**src/common/ppm_pkg.sv**
```systemverilog
// constants for the port pin function multiplexer
package ppm_pkg;
  localparam int NPORT = 10;
  // register address: [7:6] group, [5:2] port index
  localparam int GRP_MSB = 7;
  localparam int GRP_LSB = 6;
  localparam int IDX_MSB = 5;
  localparam int IDX_LSB = 2;
  localparam logic [1:0] GRP_DATA = 2'h0;
  localparam logic [1:0] GRP_DIR  = 2'h1;
  localparam logic [1:0] GRP_FSEL = 2'h2;
  localparam logic [1:0] GRP_CTRL = 2'h3;
  localparam logic [3:0] IDX_MODE = 4'h0;
  localparam logic [3:0] IDX_EDGE = 4'h1;
  // which port indices exist in each group
  localparam logic [15:0] DATA_MAP = 16'h03bf;
  localparam logic [15:0] DIR_MAP  = 16'h033b;
  localparam logic [15:0] FSEL_MAP = 16'h0109;
  // implemented pins per port, index 9 first
  localparam logic [9:0][7:0] PORT_MASK = {8'h0f, 8'h3f, 8'hff, 8'h00,
    8'hff, 8'hff, 8'h7f, 8'h3f, 8'hff, 8'hff};
  localparam logic [7:0] LAT_RST  = 8'h00;
  localparam logic [7:0] DIR_RST  = 8'hff;
  localparam logic [7:0] FSEL_RST = 8'h00;
  localparam logic [7:0] MODE_RST = 8'h00;
  localparam logic [7:0] EDGE_RST = 8'h3f;
  // mode register bits
  localparam int MODE_EXTMEM = 0;
  localparam int MODE_P05_IN = 1;
  localparam int MODE_P06_IN = 2;
  // port numbers
  localparam int P0 = 0;
  localparam int P1 = 1;
  localparam int P2 = 2;
  localparam int P3 = 3;
  localparam int P4 = 4;
  localparam int P5 = 5;
  localparam int P7 = 7;
  localparam int P8 = 8;
  localparam int P9 = 9;
  // pin positions
  localparam int RTP_W   = 4;
  localparam int P0_PWMA = 4;
  localparam int P0_PWMB = 5;
  localparam int P0_TMR  = 6;
  localparam int P0_CLR  = 7;
  localparam int P2_NMI  = 0;
  localparam int P2_IRQ  = 1;
  localparam int P2_TI   = 4;
  localparam int P3_TXA  = 0;
  localparam int P3_RXA  = 1;
  localparam int P3_SO   = 2;
  localparam int P3_SI   = 3;
  localparam int P3_SCK  = 4;
  localparam int P3_TXB  = 5;
  localparam int P3_RXB  = 6;
  localparam int P9_RD   = 0;
  localparam int P9_WR   = 1;
  localparam int P8_W    = 6;
  localparam logic [1:0] RESP_OKAY   = 2'h0;
  localparam logic [1:0] RESP_SLVERR = 2'h2;
endpackage : ppm_pkg

```
**src/common/ppm_pin_if.sv**
```systemverilog
// carrier for raw pin levels and their synchronised copies
`timescale 1ns/1ps
interface ppm_pin_if #(parameter int W = 8);
  logic [W-1:0] raw;
  logic [W-1:0] sync;
  modport src (output raw, input sync);
  modport dst (input raw, output sync);
endinterface : ppm_pin_if

```
**src/ppm_sync.sv**
```systemverilog
// two-flop synchroniser for all pin inputs
`timescale 1ns/1ps
module ppm_sync #(
  parameter int W = 8
) (
  input  wire logic clock_i,
  input  wire logic rstn_i,
  ppm_pin_if.dst    pins
);
  typedef struct packed {
    logic [W-1:0] s1;
    logic [W-1:0] s2;
  } ppm_sync_st_t;

  ppm_sync_st_t q;
  ppm_sync_st_t d;

  // first stage feeds only the second stage
  always_comb begin
    d    = q;
    d.s1 = pins.raw;
    d.s2 = q.s1;
  end

  always_ff @(posedge clock_i or negedge rstn_i) begin
    if (!rstn_i) begin
      q <= '0;
    end else begin
      q <= d;
    end
  end

  assign pins.sync = q.s2;
endmodule : ppm_sync

```
**src/ppm_top.sv**
```systemverilog
// port pin function multiplexer with axi4-lite register access
`timescale 1ns/1ps
module ppm_top (
  input  wire logic        clock_i,
  input  wire logic        rstn_i,
  input  wire logic        s_axi_awvalid_i,
  output logic             s_axi_awready_o,
  input  wire logic [7:0]  s_axi_awaddr_i,
  input  wire logic        s_axi_wvalid_i,
  output logic             s_axi_wready_o,
  input  wire logic [31:0] s_axi_wdata_i,
  input  wire logic [3:0]  s_axi_wstrb_i,
  output logic             s_axi_bvalid_o,
  input  wire logic        s_axi_bready_i,
  output logic [1:0]       s_axi_bresp_o,
  input  wire logic        s_axi_arvalid_i,
  output logic             s_axi_arready_o,
  input  wire logic [7:0]  s_axi_araddr_i,
  output logic             s_axi_rvalid_o,
  input  wire logic        s_axi_rready_i,
  output logic [31:0]      s_axi_rdata_o,
  output logic [1:0]       s_axi_rresp_o,
  input  wire logic [7:0]  p0_i,
  output logic [7:0]       p0_o,
  output logic [7:0]       p0_oe_o,
  input  wire logic [7:0]  p1_i,
  output logic [7:0]       p1_o,
  output logic [7:0]       p1_oe_o,
  input  wire logic [5:0]  p2_i,
  input  wire logic [6:0]  p3_i,
  output logic [6:0]       p3_o,
  output logic [6:0]       p3_oe_o,
  input  wire logic [7:0]  p4_i,
  output logic [7:0]       p4_o,
  output logic [7:0]       p4_oe_o,
  input  wire logic [7:0]  p5_i,
  output logic [7:0]       p5_o,
  output logic [7:0]       p5_oe_o,
  input  wire logic [7:0]  p7_i,
  input  wire logic [5:0]  p8_i,
  output logic [5:0]       p8_o,
  output logic [5:0]       p8_oe_o,
  input  wire logic [3:0]  p9_i,
  output logic [3:0]       p9_o,
  output logic [3:0]       p9_oe_o,
  output logic             address_latch_strobe_o,
  output logic             watchdog_overflow_out_o,
  input  wire logic [3:0]  realtime_outputs_i,
  input  wire logic        realtime_trigger_i,
  input  wire logic        pulse_width_out_a_i,
  input  wire logic        pulse_width_out_b_i,
  input  wire logic        updown_timer_output_i,
  output logic             updown_timer_count_clock_o,
  output logic             updown_timer_direction_ctl_o,
  output logic             updown_timer_clear_o,
  output logic             timer_one_count_clock_o,
  output logic             nmi_request_o,
  output logic [4:0]       external_irq_inputs_o,
  input  wire logic        async_tx_a_i,
  output logic             async_rx_a_o,
  input  wire logic        async_tx_b_i,
  output logic             async_rx_b_o,
  input  wire logic        serial_bus_mode_i,
  input  wire logic        csi_out_a_i,
  input  wire logic        csi_out_b_i,
  output logic             serial_bus_line_a_o,
  output logic             serial_bus_line_b_o,
  input  wire logic        csi_clock_out_i,
  input  wire logic        csi_clock_oe_i,
  output logic             csi_clock_in_o,
  output logic [7:0]       analog_channel_inputs_o,
  input  wire logic [5:0]  pulse_unit_outputs_i,
  input  wire logic [7:0]  bus_ad_out_i,
  input  wire logic        bus_ad_oe_i,
  input  wire logic [7:0]  bus_addr_hi_i,
  input  wire logic        bus_rd_n_i,
  input  wire logic        bus_wr_n_i,
  input  wire logic        bus_address_latch_strobe_i,
  output logic [7:0]       bus_ad_in_o,
  output logic [7:0]       muxed_addr_data_bus_o,
  input  wire logic        watchdog_overflow_i
);
  localparam int SYNC_W = 63;

  typedef struct packed {
    logic [9:0][7:0] lat;
    logic [9:0][7:0] dir;
    logic [9:0][7:0] fsel;
    logic [7:0]      mode;
    logic [7:0]      edge_pol;
    logic [3:0]      rtp;
    logic [5:0]      p2_prev;
    logic            aw_ok;
    logic            w_ok;
    logic [7:0]      awaddr;
    logic [7:0]      wdata;
    logic            wstb;
    logic            awready;
    logic            wready;
    logic            bvalid;
    logic [1:0]      bresp;
    logic            arready;
    logic            rvalid;
    logic [31:0]     rdata;
    logic [1:0]      rresp;
    logic [9:0][7:0] pin_o;
    logic [9:0][7:0] pin_oe;
    logic            tmr_clk;
    logic            tmr_dir;
    logic            tmr_clr;
    logic            ti;
    logic            nmi;
    logic [4:0]      irq;
    logic            rxa;
    logic            rxb;
    logic            sba;
    logic            sbb;
    logic            sck;
    logic [7:0]      ani;
    logic [7:0]      ad_in;
    logic            address_latch_strobe;
    logic            wdt;
  } ppm_state_t;

  ppm_state_t      q;
  ppm_state_t      d;
  logic [9:0][7:0] pin;
  ppm_pin_if #(.W(SYNC_W)) pin_bus ();

  assign pin_bus.raw = {p9_i, p8_i, p7_i, p5_i, p4_i, p3_i, p2_i, p1_i,
                        p0_i};

  ppm_sync #(.W(SYNC_W)) u_sync (
    .clock_i (clock_i),
    .rstn_i  (rstn_i),
    .pins    (pin_bus.dst)
  );

  always_comb begin
    pin       = '0;
    pin[0]    = pin_bus.sync[7:0];
    pin[1]    = pin_bus.sync[15:8];
    pin[2]    = {2'h0, pin_bus.sync[21:16]};
    pin[3]    = {1'h0, pin_bus.sync[28:22]};
    pin[4]    = pin_bus.sync[36:29];
    pin[5]    = pin_bus.sync[44:37];
    pin[7]    = pin_bus.sync[52:45];
    pin[8]    = {2'h0, pin_bus.sync[58:53]};
    pin[9]    = {4'h0, pin_bus.sync[62:59]};
  end

  // decode: does this word address name a real register
  function automatic logic reg_hit(input logic [7:0] a);
    logic [1:0] g;
    logic [3:0] i;
    g = a[ppm_pkg::GRP_MSB:ppm_pkg::GRP_LSB];
    i = a[ppm_pkg::IDX_MSB:ppm_pkg::IDX_LSB];
    case (g)
      ppm_pkg::GRP_DATA: reg_hit = ppm_pkg::DATA_MAP[i];
      ppm_pkg::GRP_DIR:  reg_hit = ppm_pkg::DIR_MAP[i];
      ppm_pkg::GRP_FSEL: reg_hit = ppm_pkg::FSEL_MAP[i];
      default: reg_hit = (i == ppm_pkg::IDX_MODE) ||
                         (i == ppm_pkg::IDX_EDGE);
    endcase
  endfunction : reg_hit

  always_comb begin
    logic [1:0] g;
    logic [3:0] i;
    logic [7:0] wd;
    logic [7:0] rd;
    logic [7:0] inp;
    logic [5:0] rise;
    logic [5:0] fall;
    logic [5:0] hit;
    logic       ext;
    d    = q;
    g    = '0;
    i    = '0;
    wd   = q.wdata;
    rd   = '0;
    inp  = '0;
    rise = '0;
    fall = '0;
    hit  = '0;
    ext  = q.mode[ppm_pkg::MODE_EXTMEM];

    // write channel: address and data taken in either order
    if (s_axi_awvalid_i && q.awready) begin
      d.aw_ok  = 1'b1;
      d.awaddr = s_axi_awaddr_i;
    end
    if (s_axi_wvalid_i && q.wready) begin
      d.w_ok  = 1'b1;
      d.wdata = s_axi_wdata_i[7:0];
      d.wstb  = s_axi_wstrb_i[0];
    end
    if (q.bvalid && s_axi_bready_i) begin
      d.bvalid = 1'b0;
    end
    if (q.aw_ok && q.w_ok && !q.bvalid) begin
      g        = q.awaddr[ppm_pkg::GRP_MSB:ppm_pkg::GRP_LSB];
      i        = q.awaddr[ppm_pkg::IDX_MSB:ppm_pkg::IDX_LSB];
      d.aw_ok  = 1'b0;
      d.w_ok   = 1'b0;
      d.bvalid = 1'b1;
      d.bresp  = reg_hit(q.awaddr) ? ppm_pkg::RESP_OKAY
                                   : ppm_pkg::RESP_SLVERR;
      // ports two and seven have no latch; writes there are dropped
      if (reg_hit(q.awaddr) && q.wstb) begin
        case (g)
          ppm_pkg::GRP_DATA: begin
            if (ppm_pkg::DIR_MAP[i]) begin
              d.lat[i] = wd & ppm_pkg::PORT_MASK[i];
            end
          end
          ppm_pkg::GRP_DIR: begin
            // port four turns round as a whole byte
            if (i == 4'(ppm_pkg::P4)) begin
              d.dir[i] = {8{wd[0]}};
            end else begin
              d.dir[i] = wd | ~ppm_pkg::PORT_MASK[i];
            end
          end
          ppm_pkg::GRP_FSEL: begin
            d.fsel[i] = wd & ppm_pkg::PORT_MASK[i];
          end
          default: begin
            if (i == ppm_pkg::IDX_MODE) begin
              d.mode = wd;
            end else begin
              d.edge_pol = wd;
            end
          end
        endcase
      end
    end
    d.awready = !d.aw_ok;
    d.wready  = !d.w_ok;

    // read channel: one read at a time
    if (q.rvalid && s_axi_rready_i) begin
      d.rvalid = 1'b0;
    end
    if (s_axi_arvalid_i && q.arready) begin
      g = s_axi_araddr_i[ppm_pkg::GRP_MSB:ppm_pkg::GRP_LSB];
      i = s_axi_araddr_i[ppm_pkg::IDX_MSB:ppm_pkg::IDX_LSB];
      inp = q.dir[i] | q.fsel[i];
      case (g)
        ppm_pkg::GRP_DATA: begin
          rd = ((pin[i] & inp) | (q.lat[i] & ~inp))
               & ppm_pkg::PORT_MASK[i];
        end
        ppm_pkg::GRP_DIR:  rd = q.dir[i] & ppm_pkg::PORT_MASK[i];
        ppm_pkg::GRP_FSEL: rd = q.fsel[i];
        default: begin
          rd = (i == ppm_pkg::IDX_MODE) ? q.mode : q.edge_pol;
        end
      endcase
      d.rvalid = 1'b1;
      d.rdata  = reg_hit(s_axi_araddr_i) ? {24'h0, rd} : 32'h0;
      d.rresp  = reg_hit(s_axi_araddr_i) ? ppm_pkg::RESP_OKAY
                                         : ppm_pkg::RESP_SLVERR;
    end
    d.arready = !d.rvalid;

    // real-time buffer moves to the pins only on the trigger
    if (realtime_trigger_i) begin
      d.rtp = realtime_outputs_i;
    end

    // port mode defaults: latch out, driver on for output bits
    for (int p = 0; p < ppm_pkg::NPORT; p++) begin
      d.pin_o[p]  = q.lat[p];
      d.pin_oe[p] = ~q.dir[p] & ppm_pkg::PORT_MASK[p];
    end

    // port zero control roles
    for (int b = 0; b < ppm_pkg::RTP_W; b++) begin
      if (q.fsel[ppm_pkg::P0][b]) begin
        d.pin_o[ppm_pkg::P0][b]  = q.rtp[b];
        d.pin_oe[ppm_pkg::P0][b] = 1'b1;
      end
    end
    if (q.fsel[ppm_pkg::P0][ppm_pkg::P0_PWMA]) begin
      d.pin_o[ppm_pkg::P0][ppm_pkg::P0_PWMA]  = pulse_width_out_a_i;
      d.pin_oe[ppm_pkg::P0][ppm_pkg::P0_PWMA] = 1'b1;
    end
    if (q.fsel[ppm_pkg::P0][ppm_pkg::P0_PWMB]) begin
      d.pin_o[ppm_pkg::P0][ppm_pkg::P0_PWMB]  = pulse_width_out_b_i;
      d.pin_oe[ppm_pkg::P0][ppm_pkg::P0_PWMB] =
        !q.mode[ppm_pkg::MODE_P05_IN];
    end
    if (q.fsel[ppm_pkg::P0][ppm_pkg::P0_TMR]) begin
      d.pin_o[ppm_pkg::P0][ppm_pkg::P0_TMR]  = updown_timer_output_i;
      d.pin_oe[ppm_pkg::P0][ppm_pkg::P0_TMR] =
        !q.mode[ppm_pkg::MODE_P06_IN];
    end
    if (q.fsel[ppm_pkg::P0][ppm_pkg::P0_CLR]) begin
      d.pin_oe[ppm_pkg::P0][ppm_pkg::P0_CLR] = 1'b0;
    end
    // inputs to the timer read zero unless their pin is given to them
    d.tmr_dir = q.fsel[ppm_pkg::P0][ppm_pkg::P0_PWMB] &
                q.mode[ppm_pkg::MODE_P05_IN] &
                pin[ppm_pkg::P0][ppm_pkg::P0_PWMB];
    d.tmr_clk = q.fsel[ppm_pkg::P0][ppm_pkg::P0_TMR] &
                q.mode[ppm_pkg::MODE_P06_IN] &
                pin[ppm_pkg::P0][ppm_pkg::P0_TMR];
    d.tmr_clr = q.fsel[ppm_pkg::P0][ppm_pkg::P0_CLR] &
                pin[ppm_pkg::P0][ppm_pkg::P0_CLR];

    // port two: fixed control role, edges chosen per bit
    rise = pin[ppm_pkg::P2][5:0] & ~q.p2_prev;
    fall = ~pin[ppm_pkg::P2][5:0] & q.p2_prev;
    hit  = (rise & q.edge_pol[5:0]) | (fall & ~q.edge_pol[5:0]);
    d.p2_prev = pin[ppm_pkg::P2][5:0];
    d.nmi = hit[ppm_pkg::P2_NMI];
    d.irq = hit[5:ppm_pkg::P2_IRQ];
    d.ti  = pin[ppm_pkg::P2][ppm_pkg::P2_TI];

    // port three serial roles
    if (q.fsel[ppm_pkg::P3][ppm_pkg::P3_TXA]) begin
      d.pin_o[ppm_pkg::P3][ppm_pkg::P3_TXA]  = async_tx_a_i;
      d.pin_oe[ppm_pkg::P3][ppm_pkg::P3_TXA] = 1'b1;
    end
    if (q.fsel[ppm_pkg::P3][ppm_pkg::P3_RXA]) begin
      d.pin_oe[ppm_pkg::P3][ppm_pkg::P3_RXA] = 1'b0;
    end
    if (q.fsel[ppm_pkg::P3][ppm_pkg::P3_SO]) begin
      // bus lines only ever pull low; the board pulls them up
      d.pin_o[ppm_pkg::P3][ppm_pkg::P3_SO]  =
        serial_bus_mode_i ? 1'b0 : csi_out_a_i;
      d.pin_oe[ppm_pkg::P3][ppm_pkg::P3_SO] =
        serial_bus_mode_i ? !csi_out_a_i : 1'b1;
    end
    if (q.fsel[ppm_pkg::P3][ppm_pkg::P3_SI]) begin
      d.pin_o[ppm_pkg::P3][ppm_pkg::P3_SI]  = 1'b0;
      d.pin_oe[ppm_pkg::P3][ppm_pkg::P3_SI] =
        serial_bus_mode_i & !csi_out_b_i;
    end
    if (q.fsel[ppm_pkg::P3][ppm_pkg::P3_SCK]) begin
      d.pin_o[ppm_pkg::P3][ppm_pkg::P3_SCK]  = csi_clock_out_i;
      d.pin_oe[ppm_pkg::P3][ppm_pkg::P3_SCK] = csi_clock_oe_i;
    end
    if (q.fsel[ppm_pkg::P3][ppm_pkg::P3_TXB]) begin
      d.pin_o[ppm_pkg::P3][ppm_pkg::P3_TXB]  = async_tx_b_i;
      d.pin_oe[ppm_pkg::P3][ppm_pkg::P3_TXB] = 1'b1;
    end
    if (q.fsel[ppm_pkg::P3][ppm_pkg::P3_RXB]) begin
      d.pin_oe[ppm_pkg::P3][ppm_pkg::P3_RXB] = 1'b0;
    end
    // uart receivers idle high while their pin is a port
    d.rxa = !q.fsel[ppm_pkg::P3][ppm_pkg::P3_RXA] |
            pin[ppm_pkg::P3][ppm_pkg::P3_RXA];
    d.rxb = !q.fsel[ppm_pkg::P3][ppm_pkg::P3_RXB] |
            pin[ppm_pkg::P3][ppm_pkg::P3_RXB];
    d.sba = pin[ppm_pkg::P3][ppm_pkg::P3_SO];
    d.sbb = pin[ppm_pkg::P3][ppm_pkg::P3_SI];
    d.sck = pin[ppm_pkg::P3][ppm_pkg::P3_SCK];

    // port seven: inputs only, copied to the converter side
    d.ani = pin[ppm_pkg::P7];

    // port eight pulse outputs
    for (int b = 0; b < ppm_pkg::P8_W; b++) begin
      if (q.fsel[ppm_pkg::P8][b]) begin
        d.pin_o[ppm_pkg::P8][b]  = pulse_unit_outputs_i[b];
        d.pin_oe[ppm_pkg::P8][b] = 1'b1;
      end
    end

    // external memory takes ports four, five and strobes on nine
    if (ext) begin
      d.pin_o[ppm_pkg::P4]  = bus_ad_out_i;
      d.pin_oe[ppm_pkg::P4] = {8{bus_ad_oe_i}};
      d.pin_o[ppm_pkg::P5]  = bus_addr_hi_i;
      d.pin_oe[ppm_pkg::P5] = 8'hff;
      d.pin_o[ppm_pkg::P9][ppm_pkg::P9_RD]  = bus_rd_n_i;
      d.pin_o[ppm_pkg::P9][ppm_pkg::P9_WR]  = bus_wr_n_i;
      d.pin_oe[ppm_pkg::P9][ppm_pkg::P9_RD] = 1'b1;
      d.pin_oe[ppm_pkg::P9][ppm_pkg::P9_WR] = 1'b1;
    end
    d.ad_in = pin[ppm_pkg::P4];
    d.address_latch_strobe  = ext & bus_address_latch_strobe_i;
    d.wdt   = watchdog_overflow_i;
  end

  always_ff @(posedge clock_i or negedge rstn_i) begin
    if (!rstn_i) begin
      q          <= '0;
      q.lat      <= {ppm_pkg::NPORT{ppm_pkg::LAT_RST}};
      q.dir      <= {ppm_pkg::NPORT{ppm_pkg::DIR_RST}};
      q.fsel     <= {ppm_pkg::NPORT{ppm_pkg::FSEL_RST}};
      q.mode     <= ppm_pkg::MODE_RST;
      q.edge_pol <= ppm_pkg::EDGE_RST;
      q.awready  <= 1'b1;
      q.wready   <= 1'b1;
      q.arready  <= 1'b1;
      q.rxa      <= 1'b1;
      q.rxb      <= 1'b1;
    end else begin
      q <= d;
    end
  end

  assign s_axi_awready_o = q.awready;
  assign s_axi_wready_o  = q.wready;
  assign s_axi_bvalid_o  = q.bvalid;
  assign s_axi_bresp_o   = q.bresp;
  assign s_axi_arready_o = q.arready;
  assign s_axi_rvalid_o  = q.rvalid;
  assign s_axi_rdata_o   = q.rdata;
  assign s_axi_rresp_o   = q.rresp;
  assign p0_o    = q.pin_o[ppm_pkg::P0];
  assign p0_oe_o = q.pin_oe[ppm_pkg::P0];
  assign p1_o    = q.pin_o[ppm_pkg::P1];
  assign p1_oe_o = q.pin_oe[ppm_pkg::P1];
  assign p3_o    = q.pin_o[ppm_pkg::P3][6:0];
  assign p3_oe_o = q.pin_oe[ppm_pkg::P3][6:0];
  assign p4_o    = q.pin_o[ppm_pkg::P4];
  assign p4_oe_o = q.pin_oe[ppm_pkg::P4];
  assign p5_o    = q.pin_o[ppm_pkg::P5];
  assign p5_oe_o = q.pin_oe[ppm_pkg::P5];
  assign p8_o    = q.pin_o[ppm_pkg::P8][5:0];
  assign p8_oe_o = q.pin_oe[ppm_pkg::P8][5:0];
  assign p9_o    = q.pin_o[ppm_pkg::P9][3:0];
  assign p9_oe_o = q.pin_oe[ppm_pkg::P9][3:0];
  assign address_latch_strobe_o       = q.address_latch_strobe;
  assign watchdog_overflow_out_o      = q.wdt;
  assign updown_timer_count_clock_o   = q.tmr_clk;
  assign updown_timer_direction_ctl_o = q.tmr_dir;
  assign updown_timer_clear_o         = q.tmr_clr;
  assign timer_one_count_clock_o      = q.ti;
  assign nmi_request_o                = q.nmi;
  assign external_irq_inputs_o        = q.irq;
  assign async_rx_a_o                 = q.rxa;
  assign async_rx_b_o                 = q.rxb;
  assign serial_bus_line_a_o          = q.sba;
  assign serial_bus_line_b_o          = q.sbb;
  assign csi_clock_in_o               = q.sck;
  assign analog_channel_inputs_o      = q.ani;
  assign bus_ad_in_o                  = q.ad_in;
  assign muxed_addr_data_bus_o        = q.ad_in;
endmodule : ppm_top

```
**config.mk**
```make
export PLATFORM = sky130hd
export DESIGN_NAME = ppm_top
export DESIGN_NICKNAME = d
export VERILOG_FILES = /design/src/common/ppm_pkg.sv /design/src/common/ppm_pin_if.sv /design/src/ppm_sync.sv /design/src/ppm_top.sv
export SDC_FILE = /design/constraint.sdc
export NUM_CORES = 1
export LEC_CHECK = 0
export BUFFER_PORTS_ARGS = -buffer_cell sky130_fd_sc_hd__buf_2
export CORE_ASPECT_RATIO = 1.25
export CORE_MARGIN = 2
export CORE_UTILIZATION = 45
export CTS_BUF_LIST = sky130_fd_sc_hd__clkbuf_2 sky130_fd_sc_hd__clkbuf_4 sky130_fd_sc_hd__clkbuf_8
export DETAILED_ROUTE_END_ITERATION = 7
export PLACE_DENSITY = 0.66
export SLEW_MARGIN = 20
export SYNTH_ARGS = -nofsm -noshare
export SYNTH_HDL_FRONTEND = slang
export SYNTH_SLANG_ARGS = --single-unit
```
**constraint.sdc**
```tcl
create_clock -name clock_i -period 3.6 [get_ports clock_i]
set_clock_uncertainty 0.1 [all_clocks]
set_input_delay 0.18 -clock clock_i [delete_from_list [all_inputs] [get_ports clock_i]]
set_output_delay 0.18 -clock clock_i [all_outputs]
set_load 0.005 [all_outputs]
```
==> metrics.txt <==
Cells after Synth 1672; status complete, no violations; met2 Resource Use GR 40.8%; die area 0.0511 mm²; crit path DAT 3.52 ns; Worst Hold Class input pin to flip-flop; Setup CP Type flip-flop to flip-flop; Final Routed Wirelength 61.2 mm; number of buffers added on ports 286; async set-reset flop share out of synthesis 100%; CP Cell Sequence inv_1, ha_1, nor2b_1, o21ai_1, nand3_1, nor4_4, and3_1, mux2_2; synth warn 0; vias 14300; final hold slack 0.0792 ns; H-tree depth 3; largest net degree at the start of global routing 82; Final setup viols 0; total stage count of the critical path 8; DIE WIDTH 203 µm; worst-path fanout max 10; actual slew at the worst max-slew pin 1.07 ns; Clock Tree Buf Depth 3; hold path start p1_i[4]; RSZ-0062 raised after global routing no; Die Y 252 µm; initial antenna violation count 2; Distinct cells, synth 62; fmax 323 MHz; Multi-input gate area 0.00701 mm²; min cycle time layout 3.10 ns; Worst R2R Path Depth 8; final non-filler cell total 2719; worst rel slew slack 28.4%; Tcrit/Tclk final 86.0%; Sink Count 532; Global Route Usage Sum 24.4%; met3 usage 4.45%; share of cells above drive strength 1 40.1%; reg2reg start q[245]; Worst VDD drop 0.000488 V; largest delay contributor family on the critical path simple AND/OR/NAND/NOR gates; Max-cap violations 0; row count 91; final setup TNS 0 ns; R2R setup slack 0.50 ns; Top Ports 344; largest stage delay on the critical path 0.59 ns; Worst Path Required 4.02 ns; CTS resizes 0; Avg Cell Area, Syn 13.3 µm²; initial core utilization 45.2%; sequential area share after synthesis 60.5%; gr busiest metal met2; iteration-0 DRC count of the detailed router 794; Post-synth EDFFs 0; Fin. Hold Viols 0; DRC violations left 0; post-DR vias/cell 5.24; crit path launch type flip-flop; Num CTS Buffers 84; Crit. End Element flip-flop; Reg clk slew, reported paths 0.06 ns; Mapped Area 0.0222 mm²; leak pwr 12.5 nW; Post-DP HPWL 41.2 mm; first-pass GRT wire length 93.1 mm; hold depth 2; Global Route met1 Usage 30.9%; CTS tree yes; GPL Wtd Cong 0.888; worst hold endpoint u_sync.d[12]; Antenna Nets Post-Route 0; Wirelength per Cell 22.5 µm; Layout area overhead 20.3%; Final nets 2170; Pins Over Slew Limit 0; dominant synthesized flop cell dfrtp_1; vias in the first global route 15400; Root Buffer clkbuf_8; Congestion Overflow GR 0; DR pass1 iterations 5; synthesis-stage register bit count 532; CORE AREA 0.0491 mm²; crit path buf inv count 1; fill count 4037; Pwr Density 626 mW/mm²; placed cell count 2407; r2r endpoint d[143]; critical-path cell with the highest stage delay and3_1; clock latency at the later pin of the worst-skew pair 0.67 ns; register area 0.0134 mm²
-- metal layers --
layer	routed length, µm	vias to the layer above
met5	0	-
met4	2350	0
met3	3330	109
met2	30300	522
met1	25200	7301
li1	-	6319
-- how the worst max path moves through the flow --
stage | start | to | slack, ns
5_1_grt | q[245] | d[138] | 0.26
3_3_place_gp | q[245] | q[463] | 0.63
4_1_cts | q[245] | d[138] | 0.52
2_1_floorplan | q[245] | d[169] | 1.11
6_report | q[245] | d[143] | 0.50
3_5_place_dp | q[245] | q[468] | 0.55
-- registers in the layout (all words and copies together) (netlist names), 40 cells and up --
name and count:
u_sync.pins.sync 63, q 228, d 40, u_sync.d 63
-- area by class of cell --
cell class | count | area share, %
clock buffer | 136 | 6.35
tap | 651 | 3.05
multi-input combinational | 863 | 26.3
sequential | 532 | 50.2
timing repair buffer | 491 | 12.9
clock inverter | 18 | 0.825
antenna | 2 | 0.0187
inverter | 26 | 0.366
-- cells by family (layout without fill, tap and decap cells) --
logic type	after synthesis	in the layout	share of synthesized area (%)
compound gates	213	213	6.21
fa+ha+maj	8	8	0.451
buf+inv	302	671	8.40
flops	532	532	60.5
mux	353	353	18.6
other cells	1	28	0.0169
simple gates	263	263	5.83
-- power by group --
| group | switching [mW] | internal, mW |
|---|---|---|
| clock network | 2.39 | 3.34 |
| registers | 0.736 | 6.91 |
| logic | 1.92 | 1.44 |
-- cell usage after synthesis, types with 4 or more instances --
cell type / count / share of area, %
a221oi_1: 10 / 0.39
a21oi_1: 28 / 0.63
buf_4: 183 / 6.2
mux2_1: 11 / 0.56
buf_2: 17 / 0.38
and2_1: 10 / 0.28
nor2_1: 79 / 1.3
inv_1: 24 / 0.41
ha_1: 8 / 0.45
dfrtp_1: 452 / 51
mux2_2: 218 / 11
o221a_2: 4 / 0.20
dfstp_2: 80 / 9.5
nand2_1: 75 / 1.3
o22ai_1: 33 / 0.93
nor2b_1: 8 / 0.23
and2_0: 4 / 0.11
nor3_1: 4 / 0.090
nand3_1: 16 / 0.36
clkbuf_1: 72 / 1.2
o211ai_1: 8 / 0.27
and3_1: 17 / 0.48
mux2i_1: 99 / 4.5
o21ai_0: 60 / 1.4
nand3_2: 6 / 0.27
mux4_2: 25 / 2.5
nand2b_1: 31 / 0.87
o221ai_1: 8 / 0.32
a221o_1: 6 / 0.27
a31oi_1: 26 / 0.73
a32oi_1: 6 / 0.24
-- placed cells by master, fill, tap and decap left out, types with 6 or more instances in the layout --
master         instances
nor2b_1                8
nand3_2                6
clkbuf_8             108
nand2_1               75
o22ai_1               33
buf_4                 44
nand2b_1              31
a31oi_1               26
nand3_1               16
dfstp_2               80
mux2_2               218
inv_1                 24
dlygate4sd3_1        156
nor2_1                79
and2_1                10
a32oi_1                6
clkbuf_4              28
o211ai_1               8
a221o_1                6
ha_1                   8
mux2_1                11
a221oi_1              10
mux2i_1               99
mux4_2                25
o221ai_1               8
clkinv_2              11
and3_1                17
dfrtp_1              452
buf_2                284
conb_1                26
a21oi_1               28
o21ai_0               60
-- metrics by stage --
| stage | util [%] | setup slack [ns] | cell area (µm²) | power [mW] |
|---|---|---|---|---|
| after global placement | 47.3 | 0.627 | 23200 | 10.8 |
| after CTS | 54.4 | 0.522 | 26700 | 16.8 |
| after floorplan | - | 1.11 | 22300 | 9.55 |
| final | 54.4 | 0.504 | 26700 | 16.7 |
| after detailed placement | 47.3 | 0.545 | 23200 | 10.9 |
| after global routing | 54.4 | 0.258 | 26700 | 17.5 |
-- repair_timing --
item / 4_1_cts / 5_1_grt
hold endpoints to repair: 565 / 0
buffers inserted: 0 / 0
hold buffers: 156 / 0
endpoints found under the setup margin: 0 / 0
(Power assumes the default switching activity.)
